**src/common/power_supervisor_pkg.sv**
```systemverilog
package power_supervisor_pkg;

    // ==========================================================
    // Timing
    // ==========================================================
    localparam int CLK_FREQ_KHZ         = 10000;
    localparam int SHUTDOWN_DEBOUNCE_US = 8000;
    localparam int SHUTDOWN_DEBOUNCE_CYCLES =
        SHUTDOWN_DEBOUNCE_US * (CLK_FREQ_KHZ / 1000);

    // ==========================================================
    // Register map
    // ==========================================================
    localparam logic [7:0] COIN_CTRL_ADDR    = 8'h1a;
    localparam logic [7:0] BACKUP_CTRL_ADDR  = 8'h6b;
    localparam logic [7:0] SENSE_ADDR        = 8'h05;
    localparam logic [7:0] COIN_CTRL_RESET   = 8'h00;
    localparam logic [7:0] BACKUP_CTRL_RESET = 8'h00;
    localparam logic [7:0] COIN_CTRL_MASK    = 8'h0f;
    localparam logic [7:0] BACKUP_CTRL_MASK  = 8'h07;
    localparam int         CHG_ENABLE_BIT    = 3;
    localparam int         VSEL_W            = 3;
    localparam int         NUM_THERM         = 4;

    // ==========================================================
    // Charge voltage decode, in units of 10 mV
    // ==========================================================
    localparam logic [8:0] CHARGE_FIRST_CV     = 9'h0fa;
    localparam logic [8:0] CHARGE_STEP_BASE_CV = 9'h104;
    localparam logic [8:0] CHARGE_STEP_CV      = 9'h00a;

    typedef enum logic [1:0] {PM_OFF, PM_ON, PM_CELL} power_mode_t;

    function automatic logic [8:0] charge_centivolts(input logic [VSEL_W-1:0] sel);
        logic [8:0] steps;
        steps = {6'h00, sel};
        if (sel == '0)
            return CHARGE_FIRST_CV;
        return 9'(CHARGE_STEP_BASE_CV + CHARGE_STEP_CV * steps);
    endfunction

endpackage

```
**src/design/sync_two_flop.sv**
```systemverilog
`timescale 1ns/10ps
module sync_two_flop #(
    parameter int Width = 1
) (
    input  wire logic             clk,
    input  wire logic             reset,
    input  wire logic [Width-1:0] din,
    output logic      [Width-1:0] dout
);
    typedef struct packed {
        logic [Width-1:0] first;
        logic [Width-1:0] second;
    } sync_t;

    sync_t st_q;
    sync_t st_d;

    if (Width < 1) $error("sync_two_flop needs a width of at least one");

    always_comb
    begin
        st_d        = st_q;
        st_d.first  = din;
        st_d.second = st_q.first;
    end

    always_ff @(posedge clk or posedge reset)
    begin
        if (reset)
            st_q <= '0;
        else
            st_q <= st_d;
    end

    assign dout = st_q.second;
endmodule // sync_two_flop

```
**src/design/shutdown_debounce.sv**
```systemverilog
`timescale 1ns/10ps
module shutdown_debounce #(
    parameter int Cycles = 80000
) (
    input  wire logic clk,
    input  wire logic reset,
    input  wire logic level,
    output logic      held
);
    localparam int CW = $clog2(Cycles + 1);
    localparam logic [CW-1:0] LAST = CW'(Cycles - 1);

    typedef struct packed {
        logic [CW-1:0] count;
        logic          held;
    } deb_t;

    deb_t st_q;
    deb_t st_d;

    if (Cycles < 1) $error("shutdown_debounce needs at least one cycle");

    // The output rises only after level stayed high for Cycles samples.
    always_comb
    begin
        st_d = st_q;
        if (!level)
        begin
            st_d.count = '0;
            st_d.held  = 1'b0;
        end
        else if (st_q.count == LAST)
            st_d.held = 1'b1;
        else
            st_d.count = st_q.count + 1'b1;
    end

    always_ff @(posedge clk or posedge reset)
    begin
        if (reset)
            st_q <= '0;
        else
            st_q <= st_d;
    end

    assign held = st_q.held;
endmodule // shutdown_debounce

```
**src/design/power_mode_supervisor.sv**
```systemverilog
`timescale 1ns/10ps
module power_mode_supervisor
    import power_supervisor_pkg::*;
#(
    parameter int ShutdownCycles = SHUTDOWN_DEBOUNCE_CYCLES
) (
    input  wire logic                                clk,
    input  wire logic                                reset,
    input  wire logic                                vinAboveUpper,
    input  wire logic                                vinBelowLower,
    input  wire logic                                vinAboveUvdet,
    input  wire logic                                cellPresent,
    input  wire logic                                powerOnPin,
    input  wire logic [power_supervisor_pkg::NUM_THERM-1:0] thermSense,
    input  wire logic                                thermProtect,
    input  wire logic                                intRequest,
    input  wire logic [7:0]                          regAddr,
    input  wire logic [7:0]                          regWrData,
    input  wire logic                                regWrite,
    input  wire logic                                regRead,
    output logic      [7:0]                          regRdData,
    output logic                                     regAck,
    output logic                                     regRefused,
    output power_supervisor_pkg::power_mode_t        powerMode,
    output logic                                     hostResetOut,
    output logic                                     hostResetOe,
    output logic                                     interruptOut,
    output logic                                     interruptOe,
    output logic                                     railsOn,
    output logic                                     backupFromMain,
    output logic                                     backupSupplyOn,
    output logic                                     coreFromCell,
    output logic                                     backupInitialHold,
    output logic      [power_supervisor_pkg::VSEL_W-1:0] backupVoltSel,
    output logic                                     chargeEnable,
    output logic      [power_supervisor_pkg::VSEL_W-1:0] chargeVoltSel,
    output logic      [8:0]                          chargeTargetCv,
    output logic      [power_supervisor_pkg::NUM_THERM-1:0] thermWarnEvent
);
    import power_supervisor_pkg::*;

    localparam int SYNC_W = NUM_THERM + 7;

    if (ShutdownCycles < 1) $error("ShutdownCycles must be at least one");

    // ==========================================================
    // State
    // ==========================================================
    typedef struct packed {
        power_mode_t          mode;
        logic [7:0]           coinCtrl;
        logic [7:0]           backupCtrl;
        logic [NUM_THERM-1:0] thermPrev;
        logic [NUM_THERM-1:0] warnEvt;
        logic                 thermLock;
        logic                 cellPrev;
        logic                 cellFresh;
        logic                 fromMain;
        logic                 supplyOn;
        logic                 resetLevel;
        logic                 resetOe;
        logic                 intOe;
        logic                 chargeEn;
        logic [VSEL_W-1:0]    chargeSel;
        logic [8:0]           chargeCv;
        logic [VSEL_W-1:0]    backupSel;
        logic [7:0]           rdData;
        logic                 ack;
        logic                 refused;
    } sup_state_t;

    sup_state_t st_q;
    sup_state_t st_d;

    localparam sup_state_t RESET_STATE = '{
        mode:       PM_OFF,
        coinCtrl:   COIN_CTRL_RESET,
        backupCtrl: BACKUP_CTRL_RESET,
        thermPrev:  '0,
        warnEvt:    '0,
        thermLock:  1'b0,
        cellPrev:   1'b0,
        cellFresh:  1'b0,
        fromMain:   1'b0,
        supplyOn:   1'b0,
        resetLevel: 1'b0,
        resetOe:    1'b1,
        intOe:      1'b0,
        chargeEn:   1'b0,
        chargeSel:  '0,
        chargeCv:   CHARGE_FIRST_CV,
        backupSel:  '0,
        rdData:     '0,
        ack:        1'b0,
        refused:    1'b0
    };

    // ==========================================================
    // Pin synchronisation and shutdown debounce
    // ==========================================================
    logic [SYNC_W-1:0]    syncOut;
    logic                 upperS;
    logic                 lowerS;
    logic                 uvS;
    logic                 cellS;
    logic                 pwrS;
    logic                 protS;
    logic [NUM_THERM-1:0] thermS;
    logic                 shutdownHeld;
    logic                 pinsValid;

    sync_two_flop #(
        .Width (SYNC_W)
    ) pinSync (
        .clk   (clk),
        .reset (reset),
        .din   ({1'b1, vinAboveUpper, vinBelowLower, vinAboveUvdet, cellPresent,
                 powerOnPin, thermProtect, thermSense}),
        .dout  (syncOut)
    );

    // The constant top bit marks when the synchroniser holds real pin samples after reset.
    assign {pinsValid, upperS, lowerS, uvS, cellS, pwrS, protS, thermS} = syncOut;

    shutdown_debounce #(
        .Cycles (ShutdownCycles)
    ) thermDebounce (
        .clk   (clk),
        .reset (reset),
        .level (protS),
        .held  (shutdownHeld)
    );

    // ==========================================================
    // Next state
    // ==========================================================
    logic access;

    assign access = regWrite || regRead;

    always_comb
    begin
        st_d         = st_q;
        st_d.ack     = 1'b0;
        st_d.refused = 1'b0;
        st_d.rdData  = '0;

        // Power mode machine.
        unique case (st_q.mode)
            PM_OFF:
            begin
                if (!uvS)
                    st_d.mode = PM_CELL;
                else if (pwrS && !st_q.thermLock && !shutdownHeld)
                    st_d.mode = PM_ON;
            end
            PM_ON:
            begin
                if (!uvS)
                    st_d.mode = PM_CELL;
                else if (!pwrS || shutdownHeld)
                    st_d.mode = PM_OFF;
            end
            PM_CELL:
            begin
                if (uvS)
                    st_d.mode = PM_OFF;
            end
        endcase
        // Zeros left in the synchroniser by reset must not look like undervoltage.
        if (!pinsValid)
            st_d.mode = st_q.mode;

        // Thermal protection latch, released when the comparator drops.
        if (shutdownHeld)
            st_d.thermLock = 1'b1;
        else if (!protS)
            st_d.thermLock = 1'b0;

        // Host reset and interrupt pins, both open drain.
        st_d.resetLevel = 1'b0;
        st_d.resetOe    = (st_q.mode != PM_ON);
        st_d.intOe      = (st_q.mode == PM_ON) && intRequest;

        // Thermal warning events on any crossing.
        st_d.thermPrev = thermS;
        st_d.warnEvt   = thermS ^ st_q.thermPrev;

        // Backup domain source selection with comparator hysteresis.
        if (upperS)
            st_d.fromMain = 1'b1;
        else if (lowerS)
            st_d.fromMain = 1'b0;

        // A cell arriving with no main input starts at the initial level.
        st_d.cellPrev = cellS;
        if (cellS && !st_q.cellPrev && !uvS)
            st_d.cellFresh = 1'b1;
        else if (upperS)
            st_d.cellFresh = 1'b0;
        st_d.supplyOn = st_d.fromMain || cellS;

        if (uvS)
            st_d.backupSel = st_q.backupCtrl[VSEL_W-1:0];

        // Charger gating and target voltage.
        st_d.chargeEn  = st_q.coinCtrl[CHG_ENABLE_BIT]
                         && (st_q.mode == PM_ON) && uvS;
        st_d.chargeSel = st_q.coinCtrl[VSEL_W-1:0];
        st_d.chargeCv  = charge_centivolts(st_q.coinCtrl[VSEL_W-1:0]);

        // Register port.
        if (access && st_q.mode == PM_CELL)
            st_d.refused = 1'b1;
        else if (access)
        begin
            st_d.ack = 1'b1;
            if (regWrite && regAddr == COIN_CTRL_ADDR)
                st_d.coinCtrl = regWrData & COIN_CTRL_MASK;
            else if (regWrite && regAddr == BACKUP_CTRL_ADDR)
                st_d.backupCtrl = regWrData & BACKUP_CTRL_MASK;
            if (regRead)
            begin
                unique case (regAddr)
                    COIN_CTRL_ADDR:   st_d.rdData = st_q.coinCtrl;
                    BACKUP_CTRL_ADDR: st_d.rdData = st_q.backupCtrl;
                    SENSE_ADDR:       st_d.rdData = 8'({thermS});
                    default:          st_d.rdData = '0;
                endcase
            end
        end

        // Loss of both sources wipes the retained registers.
        if (pinsValid && !st_d.supplyOn)
        begin
            st_d.coinCtrl   = COIN_CTRL_RESET;
            st_d.backupCtrl = BACKUP_CTRL_RESET;
            st_d.cellFresh  = 1'b0;
        end
    end

    always_ff @(posedge clk or posedge reset)
    begin
        if (reset)
            st_q <= RESET_STATE;
        else
            st_q <= st_d;
    end

    // ==========================================================
    // Outputs
    // ==========================================================
    assign regRdData         = st_q.rdData;
    assign regAck            = st_q.ack;
    assign regRefused        = st_q.refused;
    assign powerMode         = st_q.mode;
    assign hostResetOut      = st_q.resetLevel;
    assign hostResetOe       = st_q.resetOe;
    assign interruptOut      = st_q.resetLevel;
    assign interruptOe       = st_q.intOe;
    assign railsOn           = st_q.resetOe == 1'b0;
    assign backupFromMain    = st_q.fromMain;
    assign backupSupplyOn    = st_q.supplyOn;
    assign coreFromCell      = !st_q.fromMain;
    assign backupInitialHold = st_q.cellFresh;
    assign backupVoltSel     = st_q.backupSel;
    assign chargeEnable      = st_q.chargeEn;
    assign chargeVoltSel     = st_q.chargeSel;
    assign chargeTargetCv    = st_q.chargeCv;
    assign thermWarnEvent    = st_q.warnEvt;
endmodule // power_mode_supervisor

```
**config.mk**
```make
export PLATFORM = sky130hd
export DESIGN_NAME = power_mode_supervisor
export DESIGN_NICKNAME = d
export VERILOG_FILES = /design/src/common/power_supervisor_pkg.sv /design/src/design/sync_two_flop.sv /design/src/design/shutdown_debounce.sv /design/src/design/power_mode_supervisor.sv
export SDC_FILE = /design/constraint.sdc
export NUM_CORES = 1
export LEC_CHECK = 0
export BUFFER_PORTS_ARGS = -buffer_cell sky130_fd_sc_hd__clkbuf_2
export CORE_MARGIN = 5
export CORE_UTILIZATION = 35
export CTS_CLUSTER_SIZE = 30
export DETAILED_ROUTE_END_ITERATION = 10
export HOLD_SLACK_MARGIN = 0.06
export PLACE_DENSITY = 0.59
export RECOVER_POWER = 100
export SYNTH_ARGS = -nofsm -noshare
export SYNTH_HDL_FRONTEND = slang
export SYNTH_SLANG_ARGS = --single-unit
```
**constraint.sdc**
```tcl
create_clock -name clk -period 2.7 [get_ports clk]
set_clock_uncertainty 0.15 [all_clocks]
set_input_delay 0.135 -clock clk [delete_from_list [all_inputs] [get_ports clk]]
set_output_delay 0.135 -clock clk [all_outputs]
set_load 0.05 [all_outputs]
```
==> results of run 1 <==
-- how the worst max path moves through the flow --
| stage | from | slack [ns] | cells past startpoint | end |
|---|---|---|---|---|
| 6_report | powerMode[0] | 0.42 | 6 | st_q[42] |
| 5_1_grt | powerMode[0] | 0.30 | 6 | st_q[42] |
| 4_1_cts | powerMode[0] | 0.57 | 6 | st_q[42] |
| 3_5_place_dp | powerMode[0] | 0.59 | 6 | st_q[42] |
| 3_3_place_gp | powerMode[0] | 0.62 | 6 | st_q[43] |
| 2_1_floorplan | reset | 0.23 | 1 | backupFromMain |
-- area by class of cell --
type,instances,area [um^2]
fill,955,5650
sequential,85,2140
multi-input combinational,167,1090
timing repair buffer,81,459
tap,133,166
clock buffer,11,141
clock inverter,5,108
inverter,17,65.1
-- registers in the layout (all words and copies together), names as in the netlist, 2 cells and up --
name	cells
chargeVoltSel	3
powerMode	2
thermDebounce.st_q	17
regRdData	4
st_q	10
thermWarnEvent	4
backupVoltSel	3
st_d	3
pinSync.st_d	11
pinSync.dout	11
chargeTargetCv	8
-- per-stage QoR --
| stage | util | std cells | power, uW |
|---|---|---|---|
| 4_1_cts | 0.430 | 499 | 3100 |
| 6_report | 0.424 | 499 | 3030 |
| 5_1_grt | 0.424 | 499 | 3180 |
| 2_1_floorplan | - | 305 | 1880 |
| 3_5_place_dp | 0.386 | 464 | 1970 |
| 3_3_place_gp | 0.386 | 464 | 1970 |
-- power by group through the flow --
stage / clock network (uW) / registers, uW / logic (uW)
floorplan: 0 / 1520 / 360
global placement: 0 / 1430 / 534
detailed placement: 0 / 1440 / 538
CTS: 1130 / 1410 / 562
global route: 1180 / 1420 / 581
finish: 1080 / 1410 / 533
-- cells by family after synthesis --
group,synth area share
adder cells (fa/ha/maj),0.0283
multiplexers,0.0436
AO/OA/AOI/OAI,0.0581
buffers and inverters,0.0892
other,0.00213
flip-flops,0.604
AND/OR/NAND/NOR,0.142
XOR/XNOR,0.0322
-- worst max-delay path: cells and delay by family (launching register included) --
kind | cells | cell delay, ns
flops | 1 | 0.41
fa+ha+maj | 1 | 0.30
simple gates | 3 | 0.94
mux | 1 | 0.25
buf+inv | 1 | 0.09
-- synth_stat cells, drive strengths merged --
cell	instances	share of area
nor2	23	0.024
inv	17	0.018
nor4	5	0.015
dfstp	7	0.052
a222oi	1	0.0028
a31oi	5	0.0089
or3b	1	0.0025
nor4b	2	0.0050
mux2	3	0.0096
a211oi	3	0.0064
clkbuf	5	0.0053
dfrtp	78	0.55
and3	3	0.0053
a32oi	1	0.0025
o311ai	1	0.0025
or2	1	0.0018
nand2	19	0.020
nand4b	1	0.0025
mux2i	12	0.034
nand3	8	0.011
nor3b	3	0.0064
ha	8	0.028
nand3b	2	0.0042
a21o	1	0.0021
o211ai	4	0.0085
nand4	4	0.0071
o22ai	1	0.0018
nand2b	5	0.0089
conb	2	0.0021
xor2	5	0.012
o21ai	5	0.0071
xnor2	8	0.020
or4b	1	0.0039
buf	31	0.066
a22oi	3	0.0064
nor2b	3	0.0053
nor3	8	0.013
or4	1	0.0021
and2	1	0.0018
or3	1	0.0018
a21oi	5	0.0071
o21bai	1	0.0021
-- per-layer routing --
layer / routed length, um / GRT usage / vias up
met1: 2870 / 0.134 / 1067
li1: - / - / 1100
met5: 0 / 0 / -
met4: 99 / 0.0435 / 0
met3: 445 / 0.0454 / 12
met2: 3130 / 0.184 / 74
-- repair_timing --
action | 4_1_cts | 5_1_grt
resized for setup | 0 | 0
endpoints found under the hold margin | 54 | 0
setup endpoints to repair | 0 | 0
hold buffers | 19 | 0
==> impl.org, run 1 <==
** Synth
- Each instance of the synthesized netlist takes up on average 11.8 um^2.
- After synthesis the cells add up to 0.00353 mm^2.
- Of the synthesized area, sequential elements account for 0.604.
- Number of distinct standard cells referenced by the synthesized netlist :: 45
- Cells after synthesis :: 299
- Synthesized flop and latch total :: 85
- Yosys Warn Count :: 0

** STA
- Setup repair after global routing left no endpoint under its margin.
- At the pin with the least slew margin, the transition time is 1.45 ns.
- Setup Total Neg Slack :: 0 ns
- Portion of the clock cycle consumed by the worst path in the final layout :: 0.843
- The number of hold violations in the final report was 0.
- Worst hold slack across all endpoints :: 0.0985 ns
- Max-slew violation count :: 0
- The smallest clock period supported by the final layout is computed as 2.28 ns.
- Max-slew headroom at the worst pin :: 0.0269
- For this run, the top clock speed supported by timing is 439 MHz.
- Final setup violation count :: 0
- In the post-route analysis, the smallest setup slack over all paths is 0.423 ns.

** Placement
- Buffers placed on the I/O ports in this run total 60.
- Post-DP Area :: 0.00379 mm^2
- Estimated wirelength of the detail-placed design :: 4690 um
- At the end of routability-driven placement, the weighted congestion stood at 0.780.
- Worst setup slack before clock tree synthesis :: 0.592 ns

** Clock tree
- CTS Buffer Depth :: 2
- The clock reaches the later pin of the worst-skew pair after 0.35 ns.
- For this design, the sink count on the clock tree is 85.
- Counting the buffers created by CTS gives 9.
- In this run the post-CTS setup repair buffer count came out at 0.
- Clock tree from TritonCTS :: yes
- CTS clock-pin slew for the worst setup and hold paths :: 0.08 ns
- Root buffer selected by CTS :: sky130_fd_sc_hd__clkbuf_8
- Maximum level of the CTS H-tree :: 3

** Routing
- The count of nets left with antenna violations once routing finished came out at 0.
- Total vias in the final route :: 2253
- The final layout contains routed wiring with a total length of 6550 um.
- The first routing iteration left 91 violations.
- Final routed DRC violation total :: 0
- Dividing the detail-routed via count by the number of cells gives 4.52.
- Drt wl/cell :: 13.1 um
- The first detailed-routing pass took 4 iterations.

** Critical path
- Reg-to-reg setup timing slack :: 0.42 ns
- At the worst endpoint, the arrival time is 2.34 ns.
- Along the worst path, the maximum fanout reaches 8.
- Capture point of the worst reg-to-reg path :: st_q[42]
- Nature of the critical path endpoint :: flop
- Delay of the slowest cell on the worst path :: 0.68 ns
- Req. time, crit path :: 2.76 ns
- The critical path is of the flop to flop type.
- The worst register-to-register path has a depth of 6.
- Kind of launch point of the worst setup path :: flop
- Master of the slowest instance on the critical path :: sky130_fd_sc_hd__nor4_1
- Launching point of the worst reg2reg path :: powerMode[0]
- Walking the worst path, the cells encountered are inv_1 -> ha_1 -> nand2b_1 -> nor4_1 -> mux2i_1 -> nor2_1.

** Pwr
- The share of total power dissipated in combinational logic is 0.176.
- Cell-internal power :: 2130 uW
- Net load switching power :: 895 uW
- Of the total power, registers draw 0.466.
- Power density of the placed cells :: 726 mW/mm^2
- Across the VDD grid, the largest voltage drop is 0.222 mV.
- Switching Share :: 0.296
- Clk network pwr share :: 0.358
- In this run the static leakage power is 0.00186 uW.

** Global routing
- Total congestion overflow after global routing :: 0
- The number of antenna violations at the first check in global routing is 0.
- The first global-routing pass estimated 11300 um of wire.
- For this run, the total global-route usage over all layers was measured as 0.113.
- Entering global routing, the biggest net connects 35 pins.
- The number of global-route vias before repair came to 2300.

** Finish
- Most frequent standard cell in the layout excluding fill and tap cells :: sky130_fd_sc_hd__dfrtp_1
- 0 antenna diodes ended up in the layout.
- Summing all non-filler instances in the final layout gives an area of 0.00417 mm^2.
- Most frequent cells in the layout :: sky130_fd_sc_hd__dfrtp_1 (78), sky130_fd_sc_hd__clkbuf_1 (36), sky130_fd_sc_hd__clkbuf_2 (26)
- In the final layout, the share of cells above drive strength 1 is 0.158.
- Relative to the synthesized area, the layout overhead comes to 17.9%.
- Final-stage net count :: 400

** Floorplan
- The floorplan has 36 rows.
- Chip Height :: 110 um
- Horizontal die dimension :: 110 um
- Placeable core region :: 0.00982 mm^2
- The die covers 0.0122 mm^2.
- The initial utilization of the core area, before any placement, comes to 0.360.
- Number of I/O pins :: 72

** Status
- The flow ran to the end, and the final reports show no timing, DRC or antenna violations.

** Worst hold path
- Worst hold path stage count :: 5
- The min-delay analysis places its worst path in the category input port to flop.
- The worst hold path terminates at regRdData[0].
- Hold path startpoint :: regAddr[4]

** Flow run
- Number of maximum-capacitance violations :: 0
Note: power is estimated with default switching activity, not from simulation.
==> run 2: changes to the inputs <==
- ABC_AREA: default -> 1
- PLACE_DENSITY: 0.59 -> 0.61
- clock period: 2.7 -> 1.83 ns (I/O delays scaled with it)
==> impl.org, run 2 <==
** Status
- Result of the run :: completed

** Synth
- The area fraction of the dominant cell type after synthesis came to 0.507 (-0.0451).
- The biggest area contributor in the post-synthesis netlist is sky130_fd_sc_hd__dfrtp_1.
- In the synthesized netlist the dominant register cell turns out to be sky130_fd_sc_hd__dfrtp_1.
- Cells after synthesis :: 428 (+43%)
- The share of synthesized area occupied by flip-flops and latches came to 0.555 (-0.0493).
- By area the synthesized netlist is led by sky130_fd_sc_hd__dfrtp_1 (51%), sky130_fd_sc_hd__nand2_1 (10%), sky130_fd_sc_hd__buf_4 (6.0%).
- The distinct cell type count after synthesis was 32 (-29%).
- Leading cell type by number of instances after synthesis :: sky130_fd_sc_hd__nand2_1
- Netlist area before placement :: 0.00385 mm^2 (+8.9%)
- Number of enable-type register cells in the synthesized netlist :: 0 (unchanged)
- Yosys Warn Count :: 0 (unchanged)
- The total of flip-flops plus latches after synthesis is 85 (unchanged).
- Sorting the synthesized cells by how often they occur yields sky130_fd_sc_hd__nand2_1 (105), sky130_fd_sc_hd__dfrtp_1 (78), sky130_fd_sc_hd__nor2_1 (54).
- Avg Inst Size Synth :: 8.99 um^2 (-24%)
- The fraction of registers with async set or reset after synthesis was 1.00 (unchanged).

** Global routing
- Pin count of the biggest net entering global routing :: 86 (+150%)
- The global-route total usage across every layer was 0.122 (+0.00851).
- Antenna violations before repair :: 0 (unchanged)
- Number of global-route vias before repair :: 2840 (+23%)
- Total congestion overflow after global routing :: 0 (unchanged)
- The global-route wire length before repair is 12800 um (+14%).

** STA
- The actual slew at the worst max-slew pin came to 1.11 ns (-0.345 ns).
- Final setup violation count :: 0 (unchanged)
- The worst hold slack after final layout was 0.0975 ns (-0.000982 ns).
- The summed negative setup slack over all endpoints was 0 ns (unchanged).
- Portion of the clock cycle consumed by the worst path in the final layout :: 0.957
- Max-slew headroom at the worst pin :: 0.262 (+0.235)
- The smallest clock period supported by the final layout is computed as 1.75 ns.
- Timing would allow up to 571 MHz.
- Setup repair after global routing left no endpoint under its margin.
- The number of hold violations in the final report is 0 (unchanged).
- The number of pins exceeding their max-slew limit in the final report is 0 (unchanged).

** Routing
- The count of vias placed by the detailed router is 2828 (+26%).
- Ratio of routed vias to standard cells :: 4.40 (-2.6%)
- The starting DRC count in detailed routing was 137 (+51%).
- Routed signal wires occupy layers up through met4.
- The met3 wire length is 433 um (-2.7%).
- Antenna Nets Post-Route :: 0 (unchanged)
- Post-Route M1 WL :: 3440 um (+20%)
- The DRC violation count after routing was 0 (unchanged).
- DR pass1 iterations :: 4 (unchanged)
- Sum of routed wire length over all layers :: 7490 um (+14%)
- Detailed-routed wire length on met2 :: 3490 um (+12%)
- Drt wl/cell :: 11.6 um (-11%)

** Critical path
- The startpoint identified for the worst register-to-register timing path is powerMode[0].
- Reg-to-reg setup timing slack :: 0.12 ns (-0.30 ns)
- The largest driver fanout on the critical path is 3 (-5).
- Timing startpoint of the critical path :: regAddr[0]
- Class of the most critical setup path :: input port to flop
- In this run the critical register-to-register path is captured at st_q[53].
- STA classifies the critical path endpoint as a flop.
- Arrival time of the worst setup path :: 1.88 ns (-0.46 ns)
- Kind of launch point of the worst setup path :: input port
- Req. time, crit path :: 1.96 ns (-0.80 ns)
- Worst Reg-to-Reg Cells :: 8 (+2)

** Worst hold path
- The worst hold path terminates at regRdData[3].
- The worst hold path begins at regAddr[5].
- The number of cells on the worst hold path came to 8 (+3).
- The path class of the tightest hold or removal check is input port to flop.

** Floorplan
- # rows :: 38 (+5.6%)
- Initial cell density of the core :: 0.356 (-0.00336)
- The area of the core is 0.0108 mm^2 (+9.9%).
- Number of I/O pins :: 72 (unchanged)
- Horizontal die dimension :: 115 um (+4.0%)
- The area of the die came to 0.0132 mm^2 (+8.1%).
- The height of the die came to 115 um (+4.0%).

** Finish
- The final net count came to 537 (+34%).
- Signed area change from the synthesized netlist to the final layout :: 16.9%
- Ranked by flip-flop count, first place goes to thermDebounce.st_q.
- The fraction of layout instances using a drive strength above 1 is 0.147 (-0.0114).
- Layout Cell Area excl Fill :: 0.00450 mm^2 (+8.0%)
- The number of diodes added for antenna fixing is 0 (unchanged).
- Count of non-filler cells in the finished layout :: 643 (+29%)
- The library cell used most frequently in the layout, excluding fill and tap cells, is sky130_fd_sc_hd__nand2_1.
- The flip-flop count of the largest register after layout was 17 (unchanged).
- Final Core Density :: 0.417 (-0.00754)
- The library cells used most frequently in the layout, excluding fill and tap cells, are sky130_fd_sc_hd__nand2_1 (107), sky130_fd_sc_hd__dfrtp_1 (78), sky130_fd_sc_hd__nor2_1 (56).

** Pwr
- Power density of the placed cells :: 922 mW/mm^2 (+27%)
- The maximum ir drop on the vdd rail came to 0.364 mV (+64%).
- Static leakage :: 0.00223 uW (+20%)

** Clock tree
- TritonCTS built the clock tree.
- Clock sink count :: 85 (unchanged)
- CTS placed an instance of sky130_fd_sc_hd__clkbuf_8 at the clock tree root.
- The clock buffer count from CTS came to 9 (unchanged).
- The depth of the CTS H-tree is 3 (unchanged).
- CTS Buffer Depth :: 2 (unchanged)
- Later-pin clock latency in the skew report :: 0.35 ns (about the same)
- The buffers inserted during post-CTS setup optimization is 0 (unchanged).
- The clock input transition at the sequential cells of the worst setup and hold paths came to 0.08 ns (about the same).

** Placement
- Number of buffers added on ports :: 60 (unchanged)
- Post-DP Area :: 0.00414 mm^2 (+9.3%)
- Estimated wirelength of the detail-placed design :: 5510 um (+17%)
- The number of instances in the placed design came to 603 (+30%).
- Final weighted congestion in routability-driven placement :: 0.857 (+9.9%)

** Flow run
- The max-cap check violation count was 0 (unchanged).
## run 2: cell count changes in the layout (fill, tap and decap cells not counted), sizes merged, moves of 7 or more
| cell | delta |
|---|---|
| nor2 | +40 |
| nand2 | +92 |
| xnor2 | -7 |
| inv | +34 |
| mux2i | -12 |
| nand3 | +31 |
## run 2: stage by stage
| step | worst slack [ns] | power [uW] |
|---|---|---|
| CTS | 0.0563 | 4250 |
| global placement | 0.261 | 2840 |
| floorplan | 0.308 | 2710 |
| global route | 0.00872 | 4380 |
| detailed placement | 0.194 | 2860 |
| finish | 0.0781 | 4150 |
## run 2: metal layers
layer / track usage / vias up
li1: - / 1427
met2: 0.195 / 59
met3: 0.0332 / 13
met1: 0.157 / 1329
met5: 0 / -
met4: 0.0469 / 0
## run 2: power by group
group / switching (uW) / total [uW] / internal [uW]
Combinational: 584 / 770 / 186
Sequential: 74.3 / 2070 / 1990
Clock: 672 / 1310 / 638
## run 2: cell type report
type	count	area (um^2)
clock buffer	9	124
clock inverter	7	73.8
fill	1092	6300
inverter	50	191
multi-input combinational	265	1280
sequential	85	2140
tap	140	175
timing repair buffer	87	517
## run 2: repair_timing
action / in CTS / in global routing
setup endpoints to repair: 0 / 1
hold buffers: 24 / 0
endpoints found under the hold margin: 109 / 0
gates resized for setup: 0 / 2
## run 2: worst max-delay path by stage
stage,endpoint,slack [ns]
2_1_floorplan,chargeTargetCv[5],0.31
3_3_place_gp,st_d[22],0.26
3_5_place_dp,st_q[53],0.19
4_1_cts,regRdData[3],0.06
5_1_grt,thermDebounce.st_q[1],0.009
6_report,regRdData[3],0.08
## run 2: logic make-up (layout without fill, tap and decap cells)
group	after synthesis	count (layout)	share of synthesized area
DFF	85	85	0.555
xor gates and xnor gates	6	6	0.0137
adders and majority gates	8	8	0.0260
AOI/OAI and AO/OA	14	14	0.0218
buffers and inverters	84	153	0.113
and+or+nand+nor	229	229	0.269
other	2	8	0.00195
## run 2: worst max-delay path: stages
cell	delay [ns]
sky130_fd_sc_hd__dlygate4sd3_1	0.54
sky130_fd_sc_hd__clkbuf_2	0.13
sky130_fd_sc_hd__inv_1	0.05
sky130_fd_sc_hd__nand2_1	0.05
sky130_fd_sc_hd__nor2_2	0.13
sky130_fd_sc_hd__nand3_1	0.10
sky130_fd_sc_hd__dlygate4sd3_1	0.58
sky130_fd_sc_hd__nand2_1	0.07
sky130_fd_sc_hd__inv_1	0.03
sky130_fd_sc_hd__nor2_1	0.09
